`src/logic/sync_pkg.sv`:
```
// Constants and types for the link sync request control block
// Behaviour
// RQ1: Select 0 in 8b/10b uses single-ended pin
// RQ2: 64b/66b modes ignore request for initialisation
// RQ3: Request low starts code group synchronisation
// RQ4: Request high after sync starts lane alignment
// RQ5: Select 1 takes request from differential pair
// RQ6: Board grounds unused single-ended pin
// RQ7: Differential request is active low
// RQ8: Differential pair needs receiver enable set
// RQ9: Keep sync characters while request stays low
package sync_pkg;
   // ****************************************
   // Settings and timing
   // ****************************************
   localparam logic       SEL_SINGLE    = 1'b0; // Single-ended source
   localparam logic       SEL_DIFF      = 1'b1; // Differential source
   localparam int         ALIGN_LEN     = 4;    // Lane alignment cycles
   localparam logic [3:0] ALIGN_CNT_RST = 4'h0; // Counter reset value

   // Link phases
   typedef enum logic [1:0] {
      PH_IDLE,
      PH_CGS,
      PH_ALIGN,
      PH_DATA
   } phase_e;
endpackage

```
`src/logic/sync_req_if.sv`:
```
// Interface carrying the conditioned sync request between modules
`timescale 1ns/1ps
interface sync_req_if;
   logic req_low;   // Request asserted (active after conditioning)
   logic req_valid; // Selected source is usable
   modport src (output req_low, output req_valid);
   modport dst (input  req_low, input  req_valid);
endinterface

```
`src/logic/sync_src_sel.sv`:
```
// Sync source selection and pin synchronisers
`timescale 1ns/1ps
module sync_src_sel
   import sync_pkg::*;
(
   // Clock and reset
   input  wire logic clock,
   input  wire logic rst_n,
   // Pins and settings
   input  wire logic single_ended_sync_in_n,
   input  wire logic timestamp_diff_pair,
   input  wire logic sync_source_select,
   input  wire logic timestamp_receiver_enable,
   // Conditioned request
   sync_req_if.src   req
);
   // ****************************************
   // State
   // ****************************************
   typedef struct packed {
      logic [2:0] se_sh; // Single-ended sync chain
      logic [2:0] df_sh; // Differential sync chain
      logic       se_lv; // Accepted single-ended level
      logic       df_lv; // Accepted differential level
   } sel_s;

   sel_s st_r;
   sel_s st_nxt;

   // Next state: three stages, change once stages two and three agree
   always_comb begin
      st_nxt       = st_r;
      st_nxt.se_sh = {st_r.se_sh[1:0], single_ended_sync_in_n};
      st_nxt.df_sh = {st_r.df_sh[1:0], timestamp_diff_pair};
      if (st_r.se_sh[2] == st_r.se_sh[1]) begin
         st_nxt.se_lv = st_r.se_sh[2];
      end
      if (st_r.df_sh[2] == st_r.df_sh[1]) begin
         st_nxt.df_lv = st_r.df_sh[2];
      end
      if (!rst_n) begin
         st_nxt = '{se_sh: 3'h7, df_sh: 3'h7, se_lv: 1'b1, df_lv: 1'b1};
      end
   end

   // Register
   always_ff @(posedge clock) begin
      st_r <= st_nxt;
   end

   // Source choice; both sources active low
   always_comb begin
      if (sync_source_select == SEL_DIFF) begin // RQ5
         req.req_low   = ~st_r.df_lv;                // RQ7
         req.req_valid = timestamp_receiver_enable;  // RQ8
      end else begin
         req.req_low   = ~st_r.se_lv;                // RQ1
         req.req_valid = 1'b1;
      end
   end

   // ****************************************
   // Checks
   // ****************************************
   // Differential source stays unusable while its receiver is off
   a_diff_needs_en: assert property ( // RQ8
      @(posedge clock) disable iff (!rst_n)
      sync_source_select && !timestamp_receiver_enable |-> !req.req_valid)
      else $error("diff source valid without enable");
endmodule

```
`src/logic/jesd_sync_link_init_control.sv`:
```
// Link initialisation control driven by the sync request
`timescale 1ns/1ps
module jesd_sync_link_init_control
   import sync_pkg::*;
(
   // Clock and reset
   input  wire logic clock,
   input  wire logic rst_n,
   // Sync pins
   input  wire logic single_ended_sync_in_n,
   input  wire logic timestamp_diff_pair,
   // Settings
   input  wire logic sync_source_select,
   input  wire logic timestamp_receiver_enable,
   input  wire logic mode_64b66b,
   // Lane control
   output logic      send_cgs,
   output logic      send_ilas,
   output logic      send_data,
   output logic      nco_sync_req
);
   // ****************************************
   // Source selection
   // ****************************************
   // Conditioned request from the selector
   sync_req_if req ();

   // Pin synchronisers and source choice
   sync_src_sel u_sel (
      .clock                     (clock),
      .rst_n                     (rst_n),
      .single_ended_sync_in_n    (single_ended_sync_in_n),
      .timestamp_diff_pair       (timestamp_diff_pair),
      .sync_source_select        (sync_source_select),
      .timestamp_receiver_enable (timestamp_receiver_enable),
      .req                       (req.src)
   );

   // ****************************************
   // State
   // ****************************************
   typedef struct packed {
      phase_e     ph;    // Link phase
      logic [3:0] cnt;   // Alignment cycle count
      logic       cgs;   // Sync characters output
      logic       ilas;  // Alignment output
      logic       dat;   // Data output
      logic       nco;   // NCO sync request output
   } ctl_s;

   // Current and next state
   ctl_s st_r;
   ctl_s st_nxt;
   logic asserted;  // Usable request held low

   // Request counts only when its source is usable
   assign asserted = req.req_low && req.req_valid;

   // Next state of the link phase machine
   always_comb begin
      st_nxt     = st_r;
      st_nxt.nco = asserted; // Request still usable for NCO sync
      if (mode_64b66b) begin
         st_nxt.ph = PH_DATA; // RQ2
      end else begin
         case (st_r.ph)
            // Waiting for a request
            PH_IDLE: begin
               if (asserted) begin
                  st_nxt.ph = PH_CGS; // RQ3
               end
            end
            // Sync characters until release
            PH_CGS: begin
               if (!asserted) begin
                  st_nxt.ph  = PH_ALIGN; // RQ4
                  st_nxt.cnt = ALIGN_CNT_RST;
               end
            end
            // Alignment sequence
            PH_ALIGN: begin
               if (asserted) begin
                  st_nxt.ph = PH_CGS;
               end else if (st_r.cnt == 4'(ALIGN_LEN - 1)) begin
                  st_nxt.ph = PH_DATA;
               end else begin
                  st_nxt.cnt = st_r.cnt + 4'h1;
               end
            end
            // Data; a new request restarts sync
            PH_DATA: begin
               if (asserted) begin
                  st_nxt.ph = PH_CGS; // RQ3
               end
            end
            default: st_nxt.ph = PH_IDLE;
         endcase
      end
      // Phase outputs follow the next phase, so they leave flip-flops
      st_nxt.cgs  = (st_nxt.ph == PH_CGS); // RQ9
      st_nxt.ilas = (st_nxt.ph == PH_ALIGN);
      st_nxt.dat  = (st_nxt.ph == PH_DATA);
      // Synchronous reset overrides every other choice
      if (!rst_n) begin
         st_nxt = '{ph: PH_IDLE, cnt: ALIGN_CNT_RST, cgs: 1'b0,
                    ilas: 1'b0, dat: 1'b0, nco: 1'b0};
      end
   end

   // Register
   always_ff @(posedge clock) begin
      st_r <= st_nxt;
   end

   // Registered lane control outputs
   assign send_cgs     = st_r.cgs;
   assign send_ilas    = st_r.ilas;
   assign send_data    = st_r.dat;
   assign nco_sync_req = st_r.nco;

   // ****************************************
   // Checks
   // ****************************************
   // Usable request in 8b/10b gives sync characters next cycle
   a_cgs_on_req: assert property ( // RQ3
      @(posedge clock) disable iff (!rst_n)
      !mode_64b66b && asserted |=> send_cgs)
      else $error("request low did not give sync characters");

   // Sync characters stay while the request stays low
   a_cgs_held: assert property ( // RQ9
      @(posedge clock) disable iff (!rst_n)
      send_cgs && asserted && !mode_64b66b |=> send_cgs)
      else $error("sync characters dropped while request low");

   // Release during sync starts the alignment sequence
   a_align_on_rel: assert property ( // RQ4
      @(posedge clock) disable iff (!rst_n)
      send_cgs && !asserted && !mode_64b66b |=> send_ilas)
      else $error("release did not start alignment");

   // 64b/66b goes straight to data, no sync or alignment
   a_no_init_64: assert property ( // RQ2
      @(posedge clock) disable iff (!rst_n)
      mode_64b66b |=> send_data && !send_cgs && !send_ilas)
      else $error("64b66b mode used request for init");

   // Undisturbed alignment lasts four cycles, then data
   a_align_len: assert property ( // RQ4
      @(posedge clock) disable iff (!rst_n)
      $rose(send_ilas) && !mode_64b66b ##0 (!asserted)[*4]
      |=> send_data)
      else $error("alignment length wrong");

   // Single-ended pin low for five edges raises the request
   a_se_path: assert property ( // RQ1
      @(posedge clock) disable iff (!rst_n)
      (!sync_source_select && !single_ended_sync_in_n)[*5]
      ##1 !sync_source_select |-> req.req_low)
      else $error("single-ended path not selected");

   // Pair low for five edges raises the request, active low
   a_diff_path: assert property ( // RQ7
      @(posedge clock) disable iff (!rst_n)
      (sync_source_select && !timestamp_diff_pair)[*5]
      ##1 sync_source_select |-> req.req_low)
      else $error("differential path polarity wrong");

   // Pair held high gives no request once it is the source
   a_diff_idle: assert property ( // RQ5
      @(posedge clock) disable iff (!rst_n)
      (sync_source_select && timestamp_diff_pair)[*5]
      ##1 sync_source_select |-> !req.req_low)
      else $error("idle differential pair gave a request");

   // Pair without receiver enable never reaches the NCO request
   a_diff_gate: assert property ( // RQ8
      @(posedge clock) disable iff (!rst_n)
      sync_source_select && !timestamp_receiver_enable |=> !nco_sync_req)
      else $error("disabled pair gave an NCO request");

   // NCO request follows the usable request in every mode
   a_nco_follow: assert property ( // RQ2
      @(posedge clock) disable iff (!rst_n)
      asserted |=> nco_sync_req)
      else $error("usable request did not reach NCO output");

   // Data stands until a new usable request
   a_data_hold: assert property ( // RQ3
      @(posedge clock) disable iff (!rst_n)
      send_data && !asserted |=> send_data)
      else $error("data dropped without a request");

   // Request low during alignment falls back to sync
   a_ilas_restart: assert property ( // RQ3
      @(posedge clock) disable iff (!rst_n)
      send_ilas && asserted && !mode_64b66b |=> send_cgs)
      else $error("request in alignment did not restart sync");

   // At most one phase output at a time
   a_one_phase: assert property (
      @(posedge clock) disable iff (!rst_n)
      $onehot0({send_cgs, send_ilas, send_data}))
      else $error("more than one phase output");

   // ****************************************
   // Scenario covers
   // ****************************************
   // Sync characters start
   c_cgs: cover property (@(posedge clock) disable iff (!rst_n)
      $rose(send_cgs));

   // Alignment starts
   c_ilas: cover property (@(posedge clock) disable iff (!rst_n)
      $rose(send_ilas));

   // Data reached through the 8b/10b sequence
   c_data: cover property (@(posedge clock) disable iff (!rst_n)
      $rose(send_data) && !mode_64b66b);

   // Request used only for NCO sync in 64b/66b
   c_nco_64: cover property (@(posedge clock) disable iff (!rst_n)
      mode_64b66b && nco_sync_req);

   // New request in data restarts sync
   c_restart: cover property (@(posedge clock) disable iff (!rst_n)
      send_data && !mode_64b66b ##1 send_cgs);
endmodule

```
`config.mk`:
```
export PLATFORM = sky130hd
export DESIGN_NAME = jesd_sync_link_init_control
export DESIGN_NICKNAME = d
export VERILOG_FILES = /design/src/logic/sync_pkg.sv /design/src/logic/sync_req_if.sv /design/src/logic/sync_src_sel.sv /design/src/logic/jesd_sync_link_init_control.sv
export SDC_FILE = /design/constraint.sdc
export NUM_CORES = 1
export LEC_CHECK = 0
export ABC_AREA = 1
export BUFFER_PORTS_ARGS = -buffer_cell sky130_fd_sc_hd__buf_2
export CAP_MARGIN = 20
export CORE_MARGIN = 5
export CORE_UTILIZATION = 48
export DETAILED_ROUTE_END_ITERATION = 12
export PLACE_DENSITY = 0.71
export SLEW_MARGIN = 10
export SYNTH_ARGS = -nofsm -noshare
export SYNTH_HDL_FRONTEND = slang
export SYNTH_SLANG_ARGS = --single-unit
```
`constraint.sdc`:
```
create_clock -name clock -period 1.4 [get_ports clock]
set_input_delay 0.28 -clock clock [delete_from_list [all_inputs] [get_ports clock]]
set_output_delay 0.28 -clock clock [all_outputs]
set_load 0.02 [all_outputs]
```
==> results.sh, run 1 <==
export IMPL_cp_arrival_ps=1530
export IMPL_wl_per_cell_um=10.6
export IMPL_internal_power_uw=754
export IMPL_grt_overflow=0
export IMPL_utilization=0.564
export IMPL_start_util=0.491
export IMPL_ys_warnings_count=0
export IMPL_r2r_slack_ps=100
export IMPL_ir_worst_vdd_uv=741
export IMPL_grt_use_total=0.127
export IMPL_clock_sinks=18
export IMPL_power_frac_clock=0.315
export IMPL_pin_count=11
export IMPL_dp_hpwl_um=1160
export IMPL_grt_max_degree=14
export IMPL_n_antenna_cell=0
export IMPL_io_buffers=10
export IMPL_finalCriticalPeriod_ps=1300
export IMPL_finalClockSkew_ps=1.86
export IMPL_grt_pass1_wl_um=2480
export IMPL_synth_seq_cells=18
export IMPL_drv_slew=0
export IMPL_synth_most_common_cell="nand2_1"
export IMPL_cp_max_fo=3
export IMPL_swShare=0.254
export IMPL_avgSynthCellArea_um2=7.68
export IMPL_outcome="finished, final reports clean"
export IMPL_drt_iter0_drc=7
export IMPL_antenna_found_initial=0
export IMPL_synth_cells=108
export IMPL_p_per_area_mw_per_mm2=1060
export IMPL_slowest_delay_ps=330
export IMPL_areaGrowthSynthToFinish_pct=14.9
export IMPL_netlist_area_leader_share=0.434
export IMPL_leakagePower_uw=0.000462
export IMPL_worstSetupPathType="flop to flop"
export IMPL_max_slew_margin=0.738
export IMPL_netlist_top_cells_count="nand2_1, dfxtp_1, inv_1"
export IMPL_cts_made_buffers=3
export IMPL_syn_area_um2=830
export IMPL_pwr_share_comb=0.145
export IMPL_core_area_mm2=0.00169
export IMPL_die_area_mm2=0.00266
export IMPL_die_x_um=51.6
export IMPL_drive_above_1_share=0.311
export IMPL_setup_viol=0
export IMPL_final_antenna_net_count=0
export IMPL_worstMarginPinSlew_ps=393
export IMPL_wl_um=1470
export IMPL_synth_area_leaders="dfxtp_1, nand2_1, inv_1"
export IMPL_hold_viol=0
export IMPL_clockRootBuffer="clkbuf_4"
export IMPL_slowest_stage="dfxtp_2"
export IMPL_power_share_sequential=0.540
export IMPL_final_net_count=134
export IMPL_drv_cap=0
export IMPL_synth_flop_cell="dfxtp_1"
export IMPL_ys_seq_area_frac=0.434
export IMPL_syn_nets=119
export IMPL_vias_per_cell=4.94
export IMPL_startpoint_type="flop"
export IMPL_place_inst=135
export IMPL_async_reset_ff_frac=0
export IMPL_cts_clk_slew_worst_paths_ps=100
export IMPL_synth_cell_types=18
export IMPL_die_y_um=51.6
export IMPL_grt_pass1_vias=624
export IMPL_hold_path_class="input pin to flop"
export IMPL_fin_hold_ws_ps=167
export IMPL_drtPass1Iterations=4
export IMPL_clock_latency_ps=290
export IMPL_num_vias=686
export IMPL_endpoint_kind="flop"
export IMPL_period_share=0.932
export IMPL_holdBufCountCts=0
export IMPL_fmax_mhz=766
export IMPL_total_power_uw=1010
export IMPL_cts_tree="built"
export IMPL_gp_congestion=0.813
export IMPL_synth_area_leader_cell="dfxtp_1"
export IMPL_post_cts_setup_buffers=0
export IMPL_power_switching_uw=257
export IMPL_stdcell_count=139
export IMPL_drc=0
export IMPL_worstPathRequired_ps=1630
export IMPL_clockBufferDepth=2
export IMPL_synth_edf_count=0
export IMPL_row_count=15
export IMPL_crit_chain="buf_4 -> ha_1 -> or2_4 -> nand2_4 -> nand3_1 -> a21oi_2"
export IMPL_h_tree_depth=1
-- cell usage in the layout (no fill, tap or decap), types with 2 or more instances in the layout --
master and instances:
o21ai_0 2, a21oi_1 5, nor2_1 7, nand2_1 25
dfxtp_2 3, ha_1 3, nand2_2 3, inv_1 16
a21oi_2 5, buf_2 10, clkbuf_4 3, or2_2 6
nand3_1 8, dfxtp_1 15, nand2_4 2
-- logic make-up after synthesis --
kind of cell | count (synthesis) | synth area share
compound gates | 13 | 0.0965
buf+inv | 19 | 0.0950
fa+ha+maj | 4 | 0.0603
simple gates | 54 | 0.314
flops | 18 | 0.434
-- timing repair --
item                                   CTS  global route
setup endpoints to repair                0             9
endpoints found under the hold margin    0             0
gates resized for setup                  0             7
-- critical path, delay by kind of cell (launching register included) --
| kind | cells | cell delay (ps) |
|---|---|---|
| AO/OA/AOI/OAI | 1 | 150 |
| adder cells (fa/ha/maj) | 1 | 180 |
| buffers and inverters | 1 | 130 |
| flip-flops | 1 | 330 |
| AND/OR/NAND/NOR | 3 | 430 |
-- sequential cells by signal (all words and copies together), names as in the netlist --
name / cells
st_r: 6
nco_sync_req: 1
send_ilas: 1
send_data: 1
send_cgs: 1
u_sel.st_r: 8
-- final timing paths --
path / start / end / cells after the start
worst max-delay path: st_r[8]$_SDFF_PN0_ / st_r[4]$_SDFFE_PN0P_ / 6
worst min-delay path: single_ended_sync_in_n / u_sel.st_r[5]$_SDFF_PN1_ / 2
worst max register to register: st_r[8]$_SDFF_PN0_ / st_r[4]$_SDFFE_PN0P_ / 6
worst min register to register: u_sel.st_r[2]$_SDFF_PN1_ / u_sel.st_r[3]$_SDFF_PN1_ / 1
-- power groups by stage --
stage | registers, uW | clock network [uW] | logic, uW
after floorplan | 563 | 0 | 93.7
after global placement | 555 | 0 | 133
after detailed placement | 555 | 0 | 138
after CTS | 544 | 324 | 139
after global routing | 549 | 348 | 171
final | 546 | 318 | 147
-- through the flow --
step | cell area [um^2] | TNS, ps | setup slack (ps)
global route | 953 | -49.7 | -35.6
detailed placement | 897 | 0 | 45.4
floorplan | 830 | 0 | 105
finish | 953 | 0 | 95.2
CTS | 933 | 0 | 12.4
global placement | 897 | 0 | 81.4
-- final cells by class --
class | instances | area (um^2)
Sequential cell | 18 | 364
Fill cell | 170 | 736
Tap cell | 17 | 21.3
Clock buffer | 4 | 36.3
Inverter | 18 | 67.6
Timing Repair Buffer | 11 | 57.6
Multi-Input combinational cell | 71 | 407
-- routing by layer --
layer	track usage	wire [um]	vias to the layer above
li1	-	-	358
met1	0.134	596	313
met2	0.220	763	10
met3	0.0372	71	5
met4	0.0786	41	0
met5	0	0	-
Power figures use the tool's default switching activity.
==> inputs of run 2 (changes only) <==
--- a/config.mk
+++ b/config.mk
@@ -5,7 +5,6 @@
 export SDC_FILE = /design/constraint.sdc
 export NUM_CORES = 1
 export LEC_CHECK = 0
-export ABC_AREA = 1
 export BUFFER_PORTS_ARGS = -buffer_cell sky130_fd_sc_hd__buf_2
 export CAP_MARGIN = 20
 export CORE_MARGIN = 5
==> run 2 against run 1 <==
The flow now finishes with violations (negative setup slack). Die area decreased by 3.2%. First-iteration DRC count increased by 14%. Design area increased by 11%. Final cell count decreased by 12%. Synthesized cell count decreased by 27%. Register-to-register slack got worse by 230 ps. Hold slack got worse by 2.2 ps. Global-route usage increased by 0.95 points. Clock skew increased by 4.6 ps. Area after synthesis decreased by 3.9%. Fmax decreased by 15%. Flip-flop and latch count unchanged. Largest cell class unchanged. Highest routed layer unchanged.
==> results.sh, run 2 <==
export IMPL_final_net_count=118
export IMPL_clock_latency_ps=290
export IMPL_final_antenna_net_count=0
export IMPL_avgSynthCellArea_um2=10.1
export IMPL_hold_viol=0
export IMPL_finalCriticalPeriod_ps=1530
export IMPL_grt_pass1_vias=687
export IMPL_clock_sinks=18
export IMPL_ys_warnings_count=0
export IMPL_cts_made_buffers=3
export IMPL_max_slew_margin=0.757
export IMPL_ir_worst_vdd_uv=761
export IMPL_total_power_uw=1120
export IMPL_setup_viol=8
export IMPL_synth_seq_cells=18
export IMPL_wl_met3_um=41
export IMPL_synth_edf_count=0
export IMPL_finalWorstSetupSlack_ps=-132
export IMPL_syn_nets=90
export IMPL_drv_slew=0
export IMPL_die_area_mm2=0.00258
export IMPL_netlist_top_cells_count="dfxtp_1, nand2b_1, nor2_1, o21ai_0, a21oi_1"
export IMPL_io_buffers=10
export IMPL_worstSetupPathType="flop to flop"
export IMPL_worstPathRequired_ps=1590
export IMPL_leakagePower_uw=0.000464
export IMPL_cp_top_family="simple AND/OR/NAND/NOR gates"
export IMPL_hold_path_class="input pin to flop"
export IMPL_grt_pass1_wl_um=2810
export IMPL_wl_per_cell_um=12.8
export IMPL_dp_hpwl_um=1200
export IMPL_ys_seq_area_frac=0.452
export IMPL_synth_area_leader_cell="dfxtp_1"
export IMPL_n_antenna_cell=0
export IMPL_areaGrowthSynthToFinish_pct=32.3
export IMPL_drt_iter0_drc=8
export IMPL_h_tree_depth=1
export IMPL_wl_um=1560
export IMPL_cp_max_fo=4
export IMPL_postLayoutCellArea_mm2=0.00105
export IMPL_period_share=1.09
export IMPL_synth_area_leaders="dfxtp_1, ha_1, nand2b_1"
export IMPL_drv_cap=0
export IMPL_synth_flop_cell="dfxtp_1"
export IMPL_worstMarginPinSlew_ps=364
export IMPL_synth_most_common_cell="dfxtp_1"
export IMPL_crit_chain="inv_2 -> ha_4 -> and4bb_4 -> or3_4 -> o311a_1"
export IMPL_drc=0
export IMPL_stdcell_count=122
export IMPL_cts_clk_slew_worst_paths_ps=100
export IMPL_die_x_um=50.8
export IMPL_place_inst=116
export IMPL_synth_cells=79
export IMPL_cp_arrival_ps=1720
export IMPL_syn_area_um2=797
export IMPL_slowest_stage="dfxtp_2"
export IMPL_grt_overflow=0
export IMPL_p_per_area_mw_per_mm2=1070
export IMPL_core_area_mm2=0.00154
export IMPL_finalClockSkew_ps=6.48
export IMPL_holdBufCountCts=0
export IMPL_largest_reg_flops=8
export IMPL_antenna_found_initial=0
export IMPL_row_count=14
export IMPL_worst_path_buf_inv=1
export IMPL_drive_above_1_share=0.434
export IMPL_regMostFlops="u_sel.st_r"
export IMPL_synth_cell_types=28
export IMPL_num_vias=686
export IMPL_final_cell_mix="dfxtp_1, buf_4, buf_2"
export IMPL_dpl_cell_area_um2=967
export IMPL_grt_max_degree=14
export IMPL_async_reset_ff_frac=0
export IMPL_outcome="finished, violations left"
export IMPL_slowest_delay_ps=370
export IMPL_pin_count=11
export IMPL_drtPass1Iterations=4
export IMPL_gp_congestion=0.796
export IMPL_startpoint_type="flop"
export IMPL_start_util=0.517
export IMPL_routed_top_layer="met4"
export IMPL_biggestRegsByFlops="u_sel.st_r: 8 flops, st_r: 6 flops"
export IMPL_die_y_um=50.8
export IMPL_endpoint_kind="flop"
export IMPL_netlist_area_leader_share=0.452
export IMPL_clockRootBuffer="clkbuf_4"
export IMPL_vias_per_cell=5.62
export IMPL_cts_tree="built"
export IMPL_fmax_mhz=653
export IMPL_m1WireLength_um=697
export IMPL_violations="negative setup slack"
export IMPL_met2WireLength_um=813
export IMPL_grt_use_total=0.137
export IMPL_rsz0062_at_grt="true"
export IMPL_utilization=0.684
export IMPL_post_place_ws_ps=-130
export IMPL_clockBufferDepth=2
run 2: cell types whose count changed in the layout (fill, tap and decap cells not counted), moves of 4 or more:
cell	change
a21oi_2	-5
buf_4	+13
inv_1	-13
nand2_1	-23
nand2b_1	+6
nand3_1	-8
o21ai_0	+4
or2_2	-6
run 2: what timing repair did:
| item | 4_1_cts | 5_1_grt |
|---|---|---|
| setup buffers | 1 | 1 |
| setup endpoints to repair | 9 | 9 |
| resized for setup | 0 | 9 |
| pin swaps | 0 | 1 |
run 2: worst register-to-register path, stage by stage (launching register included):
cell	delay (ps)
dfxtp_2	370
inv_2	50
ha_4	160
and4bb_4	210
or3_4	350
o311a_1	290
run 2: cell type report:
class                           instances  area [um^2]
Fill cell                             104          487
Multi-Input combinational cell         56          463
Sequential cell                        18          365
Timing Repair Buffer                   24          155
Clock buffer                            4         36.3
Tap cell                               16         20.0
Inverter                                4         15.0
run 2: path summary, 6_finish.rpt:
| kind | slack (ps) | to | from | cells after the start |
|---|---|---|---|---|
| max | -130 | st_r[7]$_SDFFE_PN0P_ | st_r[8]$_SDFF_PN0_ | 5 |
| min | 160 | u_sel.st_r[5]$_SDFF_PN1_ | single_ended_sync_in_n | 2 |
| max reg2reg | -130 | st_r[7]$_SDFFE_PN0P_ | st_r[8]$_SDFF_PN0_ | 5 |
| min reg2reg | 430 | u_sel.st_r[6]$_SDFF_PN1_ | u_sel.st_r[5]$_SDFF_PN1_ | 1 |
run 2: report_power, final:
group	leakage, uW	switching (uW)	internal, uW
registers	0.000149	14.9	539
logic	0.000294	126	135
clock network	0.0000210	151	158
run 2: logic make-up (layout without fill, tap and decap cells):
kind of cell               Yosys count  after routing  share of synthesized area
buffers and inverters                5             32                     0.0235
and+or+nand+nor                     31             31                      0.267
AOI/OAI and AO/OA                   21             21                      0.195
adders and majority gates            4              4                     0.0628
DFF                                 18             18                      0.452
run 2: routing by layer:
metal  up-vias  GRT usage
met5         -          0
met4         0     0.0383
met3         2     0.0355
met2         5      0.236
met1       334      0.165
li1        345          -
run 2: stage by stage:
stage               hold WS (ps)  TNS (ps)
finish                       165      -813
global placement             391      -646
global route                 173     -1210
floorplan                    351      -472
detailed placement           402      -721
CTS                          158      -775
